`src/verilog/atsg_pkg.sv`:
```
// shared constants and types of the test-signal playback block
package atsg_pkg;

  // system clock rate; one sample per clock is the playback ceiling
  localparam logic [31:0] CLK_HZ          = 32'h0262_5A00;
  // fastest sample clock the playback path supports
  localparam logic [31:0] MAX_RATE_HZ     = CLK_HZ;
  // fixed sample clock of the constant test signal (10 kHz)
  localparam logic [31:0] CONST_RATE_HZ   = 32'h0000_2710;
  // sample clock after defaults are restored (1 MHz)
  localparam logic [31:0] DEFAULT_RATE_HZ = 32'h000F_4240;

  // sample full scale, +1 and -1
  localparam logic signed [15:0] POS_FULL = 16'sh7FFF;
  localparam logic signed [15:0] NEG_FULL = 16'sh8001;
  // one whole turn of the 16-bit phase word
  localparam logic [16:0] PHASE_TURN      = 17'h1_0000;
  // number of decimal digits in a constant setting
  localparam int unsigned BCD_DIGITS      = 5;

  // test signal forms selectable by software
  typedef enum logic [1:0] {
    ATSG_SINE,
    ATSG_RECT,
    ATSG_CONST
  } atsg_form_e;

  // what is currently loaded for playback
  typedef enum logic [2:0] {
    ATSG_SRC_NONE,
    ATSG_SRC_FILE,
    ATSG_SRC_SINE,
    ATSG_SRC_RECT,
    ATSG_SRC_CONST
  } atsg_src_e;

endpackage

```
`src/verilog/atsg_generator.sv`:
```
`timescale 1ns/10ps

// Notes on behaviour
// - sine sample clock equals frequency times samples
// - samples per period clamped to max clock
// - I sine, Q sine shifted by phase offset
// - minus ninety degrees: CCW circle from (0,-1)
// - zero offset gives identical I and Q
// - rectangle half high half low, period 1/f
// - rectangle on I and Q, common shift
// - constant I/Q at fixed 10 kHz clock
// - decimal constants converted to 16-bit words
// - enable refused without waveform, error raised
// - enabled output comes from loaded waveform
// - segment select shown for multi-segment waveform
module atsg_generator
  import atsg_pkg::*;
#(
  parameter int WAVE_DEPTH = 16, // sample pairs held for a file
  parameter int AW         = $clog2(WAVE_DEPTH)
) (
  input  wire logic              clk,
  input  wire logic              sys_rst,
  // test signal settings
  input  wire atsg_form_e        testForm,
  input  wire logic              genStart,
  input  wire logic [31:0]       sineFreqHz,
  input  wire logic [15:0]       samplesPerPeriod,
  input  wire logic [15:0]       phaseOffset,
  input  wire logic [15:0]       rectAmplitude,
  input  wire logic signed [15:0] common_level_shift,
  input  wire logic [20:0]       constIDec,
  input  wire logic [20:0]       constQDec,
  // waveform file loading
  input  wire logic              wrEn,
  input  wire logic [AW-1:0]     wrAddr,
  input  wire logic [15:0]       wrI,
  input  wire logic [15:0]       wrQ,
  input  wire logic              loadFile,
  input  wire logic [31:0]       fileClockHz,
  input  wire logic [7:0]        fileSegCount,
  input  wire logic [15:0]       fileSegLen,
  input  wire logic [7:0]        segSelect,
  // playback control
  input  wire logic              enableOn,
  input  wire logic              enableOff,
  input  wire logic              restoreDefaults,
  // status and sample stream
  output logic                   playback_enable,
  output logic                   noWaveformError,
  output logic                   segmentSelectShown,
  output atsg_src_e              loadedForm,
  output logic [31:0]            sampleClockHz,
  output logic [15:0]            sppEffective,
  output logic                   sampleStrobe,
  output logic signed [15:0]     sampleI,
  output logic signed [15:0]     sampleQ
);

  ////////////////////////////////////////////////////////////////////
  // state

  typedef struct packed {
    logic                         en;     // playback running
    logic                         err;    // refused-enable flag
    atsg_src_e                    src;    // loaded source
    logic [31:0]                  rate;   // sample clock in Hz
    logic [31:0]                  acc;    // rate accumulator
    logic [15:0]                  period; // samples per period
    logic [15:0]                  idx;    // sample position
    logic [15:0]                  phase;  // sine phase word
    logic [15:0]                  step;   // phase step per sample
    logic [15:0]                  phOff;  // Q phase offset
    logic signed [15:0]           amp;    // rectangle amplitude
    logic signed [15:0]           shift;  // common level shift
    logic signed [15:0]           ci;     // constant I word
    logic signed [15:0]           cq;     // constant Q word
    logic [7:0]                   segCnt; // segments in file
    logic                         strobe; // sample valid
    logic                         first;  // sample was position 0
    logic signed [15:0]           oI;     // I sample out
    logic signed [15:0]           oQ;     // Q sample out
    logic [WAVE_DEPTH-1:0][31:0]  mem;    // file samples {I,Q}
  } atsg_state_s;

  atsg_state_s st;
  atsg_state_s next_st;

  ////////////////////////////////////////////////////////////////////
  // functions

  // quarter sine table, 17 points, Q15
  function automatic logic signed [15:0] quarterSine(input logic [4:0] k);
    logic signed [15:0] v;
    v = POS_FULL;
    unique case (k)
      5'h00: v = 16'sh0000;
      5'h01: v = 16'sh0C8C;
      5'h02: v = 16'sh18F9;
      5'h03: v = 16'sh2528;
      5'h04: v = 16'sh30FB;
      5'h05: v = 16'sh3C56;
      5'h06: v = 16'sh471C;
      5'h07: v = 16'sh5133;
      5'h08: v = 16'sh5A82;
      5'h09: v = 16'sh62F1;
      5'h0A: v = 16'sh6A6D;
      5'h0B: v = 16'sh70E2;
      5'h0C: v = 16'sh7641;
      5'h0D: v = 16'sh7A7C;
      5'h0E: v = 16'sh7D89;
      5'h0F: v = 16'sh7F61;
      default: v = POS_FULL;
    endcase
    return v;
  endfunction

  // full-turn sine from the top six phase bits
  function automatic logic signed [15:0] sine(input logic [15:0] ph);
    logic [4:0]         k;
    logic [4:0]         m;
    logic signed [15:0] a;
    k = {1'b0, ph[13:10]};
    m = 5'h10 - k;
    // mirrored index on odd quadrants, sign on the upper half
    a = ph[14] ? quarterSine(m) : quarterSine(k);
    return ph[15] ? -a : a;
  endfunction

  // clamp a wide sum into one 16-bit sample
  function automatic logic signed [15:0] sat16(input logic signed [17:0] x);
    logic signed [15:0] r;
    r = x[15:0];
    if (x > 18'sh07FFF) begin
      r = POS_FULL;
    end else if (x < -18'sh07FFF) begin
      r = NEG_FULL;
    end
    return r;
  endfunction

  // sign plus five decimal digits to a 16-bit word
  function automatic logic signed [15:0] decToWord(input logic [20:0] d);
    logic [17:0] mag;
    mag = 18'h0;
    for (int i = BCD_DIGITS - 1; i >= 0; i--) begin
      mag = 18'((mag * 18'd10) + 18'(d[i*4 +: 4]));
    end
    // magnitudes beyond full scale saturate rather than wrap
    return sat16(d[20] ? -$signed(mag) : $signed(mag));
  endfunction

  ////////////////////////////////////////////////////////////////////
  // setting decode used by the generator

  logic [31:0] freqNz;    // frequency, zero read as 1 Hz
  logic [31:0] sppLimit;  // largest spp under the clock ceiling
  logic [15:0] sppSine;   // clamped sine samples per period
  logic [15:0] sppRect;   // clamped, even, at least two
  logic [63:0] rateProd;  // frequency times samples
  logic [15:0] sppGen;    // spp of the chosen form
  logic [7:0]  segPick;   // segment actually played
  logic [AW-1:0] rdAddr;  // file read address
  logic [31:0] rdWord;    // file sample pair
  logic [31:0] accSum;    // accumulator plus rate

  always_comb begin
    freqNz   = (sineFreqHz == 32'h0) ? 32'h1 : sineFreqHz;
    sppLimit = MAX_RATE_HZ / freqNz;
    // clamp to the ceiling so the sine product cannot exceed it for frequencies up to the ceiling
    sppSine  = samplesPerPeriod;
    if (32'(samplesPerPeriod) > sppLimit) begin
      sppSine = sppLimit[15:0];
    end
    if (sppSine == 16'h0) begin
      sppSine = 16'h1;
    end
    // rectangle needs an even count for equal halves
    sppRect = {sppSine[15:1], 1'b0};
    if (sppRect == 16'h0) begin
      sppRect = 16'h2;
    end
    sppGen   = (testForm == ATSG_RECT) ? sppRect : sppSine;
    rateProd = 64'(freqNz) * 64'(sppGen);
  end

  // segment choice limited to what the file holds
  always_comb begin
    segPick = (segSelect < st.segCnt) ? segSelect : 8'h0;
    rdAddr  = AW'((32'(segPick) * 32'(st.period)) + 32'(st.idx));
    rdWord  = st.mem[rdAddr];
    accSum  = st.acc + st.rate;
  end

  ////////////////////////////////////////////////////////////////////
  // next state

  always_comb begin
    next_st        = st;
    next_st.strobe = 1'b0;
    // sample clock: accumulator overflow past the system rate
    if (st.en) begin
      if (accSum >= CLK_HZ) begin
        next_st.acc    = accSum - CLK_HZ;
        next_st.strobe = 1'b1;
        next_st.first  = (st.idx == 16'h0);
        // samples only ever come from the loaded source
        unique case (st.src)
          ATSG_SRC_SINE: begin
            next_st.oI = sine(st.phase);
            next_st.oQ = sine(st.phase + st.phOff);
          end
          ATSG_SRC_RECT: begin
            // first half high, second half low, both rails alike
            next_st.oI = sat16(18'(st.idx < (st.period >> 1) ? st.amp : -st.amp)
                               + 18'(st.shift));
            next_st.oQ = next_st.oI;
          end
          ATSG_SRC_CONST: begin
            next_st.oI = st.ci;
            next_st.oQ = st.cq;
          end
          ATSG_SRC_FILE: begin
            next_st.oI = rdWord[31:16];
            next_st.oQ = rdWord[15:0];
          end
          default: begin
            next_st.oI = 16'sh0000;
            next_st.oQ = 16'sh0000;
          end
        endcase
        // advance one position; restart phase at wrap to stop drift
        if (st.idx + 16'h1 >= st.period) begin
          next_st.idx   = 16'h0;
          next_st.phase = 16'h0;
        end else begin
          next_st.idx   = st.idx + 16'h1;
          next_st.phase = st.phase + st.step;
        end
      end else begin
        next_st.acc = accSum;
      end
    end
    // file writes go straight into sample storage
    if (wrEn) begin
      next_st.mem[wrAddr] = {wrI, wrQ};
    end
    // file load finished: take its clock and segment layout
    if (loadFile) begin
      next_st.src    = ATSG_SRC_FILE;
      next_st.rate   = (fileClockHz > MAX_RATE_HZ) ? MAX_RATE_HZ : fileClockHz;
      next_st.segCnt = (fileSegCount == 8'h0) ? 8'h1 : fileSegCount;
      next_st.period = (fileSegLen == 16'h0) ? 16'h1 : fileSegLen;
      next_st.err    = 1'b0;
    end
    // test signal creation loads it as the waveform
    if (genStart) begin
      next_st.err    = 1'b0;
      next_st.segCnt = 8'h1;
      next_st.phOff  = phaseOffset;
      next_st.amp    = rectAmplitude;
      next_st.shift  = common_level_shift;
      unique case (testForm)
        ATSG_SINE: begin
          next_st.src    = ATSG_SRC_SINE;
          next_st.rate   = rateProd[31:0];
          next_st.period = sppSine;
          next_st.step   = 16'(PHASE_TURN / 17'(sppSine));
        end
        ATSG_RECT: begin
          next_st.src    = ATSG_SRC_RECT;
          next_st.rate   = rateProd[31:0];
          next_st.period = sppRect;
        end
        ATSG_CONST: begin
          next_st.src    = ATSG_SRC_CONST;
          next_st.rate   = CONST_RATE_HZ;
          next_st.period = 16'h1;
          next_st.ci     = decToWord(constIDec);
          next_st.cq     = decToWord(constQDec);
        end
        default: begin
          next_st.src    = st.src;
        end
      endcase
    end
    // any new load restarts the sequence from position 0
    if (loadFile || genStart) begin
      next_st.idx    = 16'h0;
      next_st.phase  = 16'h0;
      next_st.acc    = 32'h0;
      // a sample computed from the old source is dropped, not shown as new
      next_st.strobe = 1'b0;
      next_st.first  = 1'b0;
    end
    // enable control; defaults beat a same-cycle enable
    if (restoreDefaults) begin
      next_st.en   = 1'b0;
      next_st.err  = 1'b0;
      next_st.rate = DEFAULT_RATE_HZ;
    end else if (enableOff) begin
      next_st.en = 1'b0;
    end else if (enableOn) begin
      if (st.src == ATSG_SRC_NONE) begin
        next_st.err = 1'b1;
      end else begin
        next_st.en  = 1'b1;
        next_st.acc = 32'h0;
      end
    end
    // disabled output is held at zero
    if (!next_st.en) begin
      next_st.strobe = 1'b0;
      next_st.oI     = 16'sh0000;
      next_st.oQ     = 16'sh0000;
    end
  end

  ////////////////////////////////////////////////////////////////////
  // state register

  always_ff @(posedge clk or posedge sys_rst) begin
    if (sys_rst) begin
      st      <= '0;
      st.src  <= ATSG_SRC_NONE;
      st.rate <= DEFAULT_RATE_HZ;
      st.period <= 16'h1;
      st.segCnt <= 8'h1;
    end else begin
      st <= next_st;
    end
  end

  // outputs straight from the state register
  assign playback_enable    = st.en;
  assign noWaveformError    = st.err;
  assign loadedForm         = st.src;
  assign sampleClockHz      = st.rate;
  assign sppEffective       = st.period;
  assign sampleStrobe       = st.strobe;
  assign sampleI            = st.oI;
  assign sampleQ            = st.oQ;
  assign segmentSelectShown = (st.src == ATSG_SRC_FILE) && (st.segCnt > 8'h1);
endmodule

```
`config.mk`:
```
export PLATFORM = sky130hd
export DESIGN_NAME = atsg_generator
export DESIGN_NICKNAME = d
export VERILOG_FILES = /design/src/verilog/atsg_pkg.sv /design/src/verilog/atsg_generator.sv
export SDC_FILE = /design/constraint.sdc
export NUM_CORES = 2
export LEC_CHECK = 0
export ABC_AREA = 1
export BUFFER_PORTS_ARGS = -buffer_cell sky130_fd_sc_hd__buf_2
export CAP_MARGIN = 20
export CORE_UTILIZATION = 35
export DETAILED_ROUTE_END_ITERATION = 7
export GPL_TIMING_DRIVEN = 0
export MAX_ROUTING_LAYER = met4
export PLACE_DENSITY = 0.48
export RECOVER_POWER = 100
export SLEW_MARGIN = 20
export SYNTH_ARGS = -nofsm -noshare
export SYNTH_HDL_FRONTEND = slang
export SYNTH_SLANG_ARGS = --single-unit
```
`constraint.sdc`:
```
create_clock -name clk -period 65.1 [get_ports clk]
set_clock_uncertainty 0.2 [all_clocks]
set_input_delay 9.765 -clock clk [delete_from_list [all_inputs] [get_ports clk]]
set_output_delay 9.765 -clock clk [all_outputs]
set_load 0.05 [all_outputs]
```
Word-level counts from Yosys, hierarchy flattened
Memory sizes are Yosys's and may differ from the RTL's.
Cells that the tools add are included.
W data, S select, Z words.
{"block": "word_totals", "register_bits": 766, "romBits": 960, "in_bits": 248, "output_inout_bits": 87, "mem_count": 4}
{"block": "classes", "n_addsub": 22, "n_mul": 10, "n_div": 2, "order_cmp": 16, "eq_ne": 9, "muxes": 74, "reduce_logical": 20}
{"memory": "(name not given)", "depth": 16, "word_bits": 15, "read_ports": 1, "rd_ports_with_merged_regs": 0, "wr": 0, "line_no": "atsg_generator.sv:96", "source": "unique case (k)"}
{"memory": "(name not given)", "depth": 16, "word_bits": 15, "read_ports": 1, "rd_ports_with_merged_regs": 0, "wr": 0, "line_no": "atsg_generator.sv:96"}
{"memory": "(name not given)", "depth": 16, "word_bits": 15, "read_ports": 1, "rd_ports_with_merged_regs": 0, "wr": 0, "line_no": "atsg_generator.sv:96"}
{"memory": "(name not given)", "depth": 16, "word_bits": 15, "read_ports": 1, "rd_ports_with_merged_regs": 0, "wr": 0, "line_no": "atsg_generator.sv:96"}
{"op": "$mux W32", "n": 17}
{"op": "$bwmux W512", "n": 1}
{"op": "$mux W16", "n": 31}
{"op": "$bmux W32 S4", "n": 1}
{"op": "$demux W32 S4", "n": 1}
{"op": "$pmux W32 S4", "n": 1}
{"op": "$add A18 B4 Y18", "n": 4}
{"op": "$mux W36", "n": 2}
{"op": "$mux W34", "n": 2}
{"op": "$pmux W32 S2", "n": 1}
{"op": "$gt A18 B16 Y1 const B", "n": 3}
{"op": "$lt A18 B16 Y1 const B", "n": 3}
{"op": "$mux W18", "n": 3}
{"op": "$logic_not A16 Y1", "n": 3}
{"op": "$pmux W16 S3", "n": 1}
{"op": "$mul A18 B3 Y17 const B", "n": 2}
{"op": "$neg A18 Y18", "n": 2}
{"op": "$mul A14 B3 Y17 const B", "n": 2}
{"op": "$add A16 B16 Y16", "n": 2}
{"op": "$add A32 B32 Y32", "n": 1}
{"op": "$div A26 B32 Y32 const A", "n": 1}
{"op": "$ge A32 B26 Y1 const B", "n": 1}
{"op": "$gt A16 B32 Y1", "n": 1}
{"op": "$gt A32 B26 Y1 const B", "n": 1}
{"op": "other kinds (42)", "n": 66}

Logic depth before layout (Yosys ltp)
{"block": "depth", "ltp_word": 19, "ltp_mapped": 687, "ltp_nobuf": 661}

Least setup slack after synthesis
No wires, ideal clock.
{"block": "synth_path", "path_type": "input to register", "start": "input port sineFreqHz[1]", "end": "register st[634] (netlist bit)", "setup_ns": 0.126, "arrival_time_ns": 94.501, "required_ns": 64.774, "setup_slack_ns": -29.727, "path_stages": 630, "path_buffers": 56, "cell_sequence": "buf_2 > inv_2 > clkbuf_1 > ha_1 > xor2_1 > nor2_1 > ha_1 > nand2_1 > nand2_1 > nand3_1 > o21ai_0 > ha_1 > nand2_1 > nand2_1 > nand2_1 > nand2_2 > nand2_1 > mux2i_1 > [594 not listed] > nor2_1 > a211oi_1 > o221ai_1 > a211oi_1 > nand2_2 > inv_1 > clkbuf_1 > o21ai_0 > ha_1 > a21oi_1 > o21ai_0 > nand2_1 > o211ai_1 > o21ai_0 > o211ai_1 > a221o_1 > a211oi_1 > a21oi_1"}
{"block": "synth_between", "elab_chain_len": 8}
{"element": "start, declared", "line_no": "atsg_generator.sv:27", "source": "input wire logic [31:0] sineFreqHz,"}
{"element": "$logic_not A32 Y1", "line_no": "atsg_generator.sv:168", "source": "freqNz = (sineFreqHz == 32'h0) ? 32'h1 : sineFreqHz;"}
{"element": "$mux W32 *", "line_no": "atsg_generator.sv:168"}
{"element": "$div A26 B32 Y32 *", "line_no": "atsg_generator.sv:169", "source": "sppLimit = MAX_RATE_HZ / freqNz;"}
{"element": "$gt A16 B32 Y1", "line_no": "atsg_generator.sv:172", "source": "if (32'(samplesPerPeriod) > sppLimit) begin"}
{"element": "$mux W16 *", "line_no": "atsg_generator.sv:172"}
{"element": "$logic_not A16 Y1", "line_no": "atsg_generator.sv:175", "source": "if (sppSine == 16'h0) begin"}
{"element": "$mux W16 *", "line_no": "atsg_generator.sv:175"}
{"element": "$div A17 B16 Y17 *", "line_no": "atsg_generator.sv:268", "source": "next_st.step = 16'(PHASE_TURN / 17'(sppSine));"}
{"element": "end signal, assigned", "line_no": "atsg_generator.sv:330", "source": "st <= next_st;"}
{"element": "end, declared", "line_no": "atsg_generator.sv:86", "source": "atsg_state_s st;"}
Every way passes the cells marked *; elsewhere a longest branch is shown, timed or not.
A chain may end at the register's enable or synchronous reset.

Final worst setup path
{"block": "layout_path", "start": "input port sineFreqHz[30]", "end": "register st[634] (netlist bit)"}
The elaborated chain is that of the path after synthesis.

==> impl_metrics.py <==
metrics = {
    "cells_and_area": {
        "nNetsFinal": 16896,
        "finish.utilization_pct": 44.5,
        "drive_gt1_share_pct": 19.3,
        "final_cell_count_no_fill": 18976,
        "syn_to_final_growth_pct": 26.2,
    },
    "synth": {
        "synth-edff-count": 0,
        "synth_ff_type": "dfrtp_1",
        "synthMuxAreaShare_pct": 0.149,
        "synth_cell_types": 89,
        "synthArstFlopShare_pct": 100,
        "synthTopCellsByArea": "dfrtp_1 20%, ha_1 13%, nand2_1 13%, inv_1 7.0%, o21ai_0 6.8%",
        "ys_seq_area_share_pct": 19.9,
        "synth_area_mm2": 0.0965,
        "synth_compound_area_share_pct": 19.5,
        "synth_cells": 14178,
        "synth_top_cell_by_area": "dfrtp_1",
        "synth_seq_cells": 766,
        "synth-simple-area-share_pct": 23.8,
        "yosys.area.top_type_share_pct": 19.6,
        "syn_area_per_cell_um2": 6.81,
        "synthAdderAreaFrac_pct": 19.9,
        "synth_top_cells_by_count": "3,319 x nand2_1, 1,796 x inv_1, 1,311 x o21ai_0, 1,122 x a21oi_1, 1,118 x nor2_1",
        "yosys_warnings": 0,
        "synth_xor_area_share_pct": 6.69,
        "yosysMostFrequentCell": "nand2_1",
        "synth_top_family_by_area": "simple AND/OR/NAND/NOR gates",
    },
    "global_routing": {
        "top_usage_layer": "met2",
        "grt_max_degree": 97,
        "grt_pass1_wl_um": 607000,
        "antenna_found_initial": 24,
        "grt_pass1_vias": 94406,
        "gr-total-overflow": 0,
        "grt_use_met2_pct": 46.2,
        "grtUsageMet3_pct": 3.58,
        "grtUsageTotal_pct": 29.6,
        "use_met1_pct": 40.1,
    },
    "worst_hold_path": {
        "holdCritStartpoint": "st[6]",
        "hold_path.class": "reg2reg",
    },
    "timing": {
        "fmax_ghz": 0.0110,
        "timing.final.hold_violations": 0,
        "slew_violations": 790,
        "maxSlewHeadroom_pct": -255,
        "tightest_slew_ns": 5.32,
        "rsz0062_at_grt": "true",
        "finalSetupTns_ns": -493.67,
        "worst_hold_slack_ns": 0.280,
        "fin_crit_sh_pct": 139,
        "setup_ws_ns": -25.69,
        "setup_viol": 64,
        "min_period_ns": 90.79,
    },
    "routing": {
        "drtIter0Drc": 8580,
        "vias": 102027,
        "routedWlPerCell_um": 22.4,
        "drtPass1Iterations": 8,
        "drt-total-wl_um": 425000,
        "ant_nets": 0,
        "drc_errors": 0,
        "viasPerCell": 5.38,
    },
    "critical_path": {
        "cpMostUsedCell": "nand2_2",
        "crit_path_start": "sineFreqHz[30]",
        "crit_required_ns": 65.47,
        "path_class": "in2reg",
        "startpoint_type": "input pin",
        "worst_path_max_delay_cell": "ha_1",
        "cp_max_fo": 10,
        "timing.rr.start": "sppEffective[2]",
        "critical-path-max-stage-delay_ns": 0.43,
        "cp.arrival_ns": 91.16,
        "end_kind": "flop",
    },
    "clock_network": {
        "clk_pin_slew_worst_paths_ns": 0.07,
        "clockRootBuffer": "clkbuf_16",
        "cts_buffer_depth": 3,
        "cts_sinks": 766,
        "cts_made_buffers": 84,
        "cts_htree_levels": 3,
        "clock_latency_ns": 0.72,
        "cts_tree": "yes",
    },
    "outcome": {
        "violations": "max-capacitance violations, max-slew violations, negative setup slack",
        "status": "finished with violations",
    },
    "run": {
        "maxCapViolations": 12,
    },
    "placement": {
        "dp_cells": 18114,
        "place.gp.congestion": 0.960,
        "portBuffers": 326,
        "place_hpwl_um": 317000,
    },
    "floorplanning": {
        "ios": 335,
        "core_mm2": 0.274,
        "fp.dieArea_mm2": 0.278,
        "placementRows": 192,
        "start_util_pct": 35.2,
        "die_x_um": 527,
        "die_y_um": 527,
    },
}
[timing repair]
action | in CTS | in global routing
hold buffers | 0 | 0
gates cloned | 9 | 43
endpoints found under the setup margin | 64 | 64
hold endpoints to repair | 0 | 0
buffers inserted | 127 | 518
resized for setup | 413 | 1462
pin swaps | 108 | 620
[final cells by class]
| class | count | area (µm²) |
|---|---|---|
| inverter | 1884 | 7780 |
| timing repair buffer | 1024 | 7670 |
| sequential | 766 | 19200 |
| clock inverter | 26 | 372 |
| buffer | 596 | 3960 |
| multi-input combinational | 10932 | 75700 |
| timing repair inverter | 19 | 178 |
| clock buffer | 125 | 2470 |
| tap | 3589 | 4490 |
| fill | 28604 | 152000 |
| antenna | 15 | 37.5 |
[cells in the final DEF, fill, tap and decap left out, types with 252 or more instances in the layout]
cell type | synthesis | routed
xor2_1 | 474 | 473
nor2_1 | 1118 | 1019
fa_1 | 325 | 324
nand3_1 | 564 | 492
inv_1 | 1796 | 1682
dfrtp_1 | 757 | 757
a21oi_1 | 1122 | 944
buf_4 | 88 | 698
ha_1 | 1016 | 756
nand2_1 | 3319 | 3015
o21ai_0 | 1311 | 1113
clkbuf_1 | 442 | 486
nand2_2 | 26 | 252
xnor2_1 | 263 | 263
[worst paths after layout]
| path | slack (ns) | cells after the start | end |
|---|---|---|---|
| max | -25.69 | 626 | st[634] |
| min | 0.28 | 2 | st[6] |
| max reg2reg | 56.45 | 44 | sampleI[4] |
| min reg2reg | 0.28 | 2 | st[6] |
| max in group asynchronous | 36.07 | 7 | st[570] |
| min in group asynchronous | 10.94 | 3 | st[550] |
[logic make-up after synthesis]
| logic type | count (synthesis) |
|---|---|
| AOI/OAI and AO/OA | 3287 |
| xor gates and xnor gates | 737 |
| adders and majority gates | 1341 |
| buffers and inverters | 2483 |
| DFF | 766 |
| muxes | 13 |
| other | 1 |
| and+or+nand+nor | 5550 |
[layer usage]
metal,vias to the layer above,share of wire [%]
met5,-,0
met4,0,3.5
met3,586,6.9
met2,3325,45
met1,48980,45
li1,49136,-
[worst max-delay path, delay by kind of cell]
kind	cells	cell delay (ns)
multiplexers	1	0.21
adder cells (fa/ha/maj)	47	12.88
AND/OR/NAND/NOR	267	26.65
XOR/XNOR	2	0.26
buffers and inverters	133	13.70
AO/OA/AOI/OAI	176	27.30
[registers in the layout (all words and copies together) (netlist names)]
name	count
playback_enable	1
sampleQ	16
noWaveformError	1
st	680
sppEffective	16
sampleI	16
sampleClockHz	32
loadedForm	3
sampleStrobe	1
[stage by stage]
stage          worst slack, ns  instance area, µm²
2_1_floorplan           -19.16               99200
3_3_place_gp            -39.33              105000
3_5_place_dp            -38.80              106000
4_1_cts                 -29.61              111000
5_1_grt                 -30.06              122000
6_report                -25.69              122000
Power is left out: the tool's default activity adds up to more than one toggle a clock period on the data nets, which glitch-free logic cannot reach.
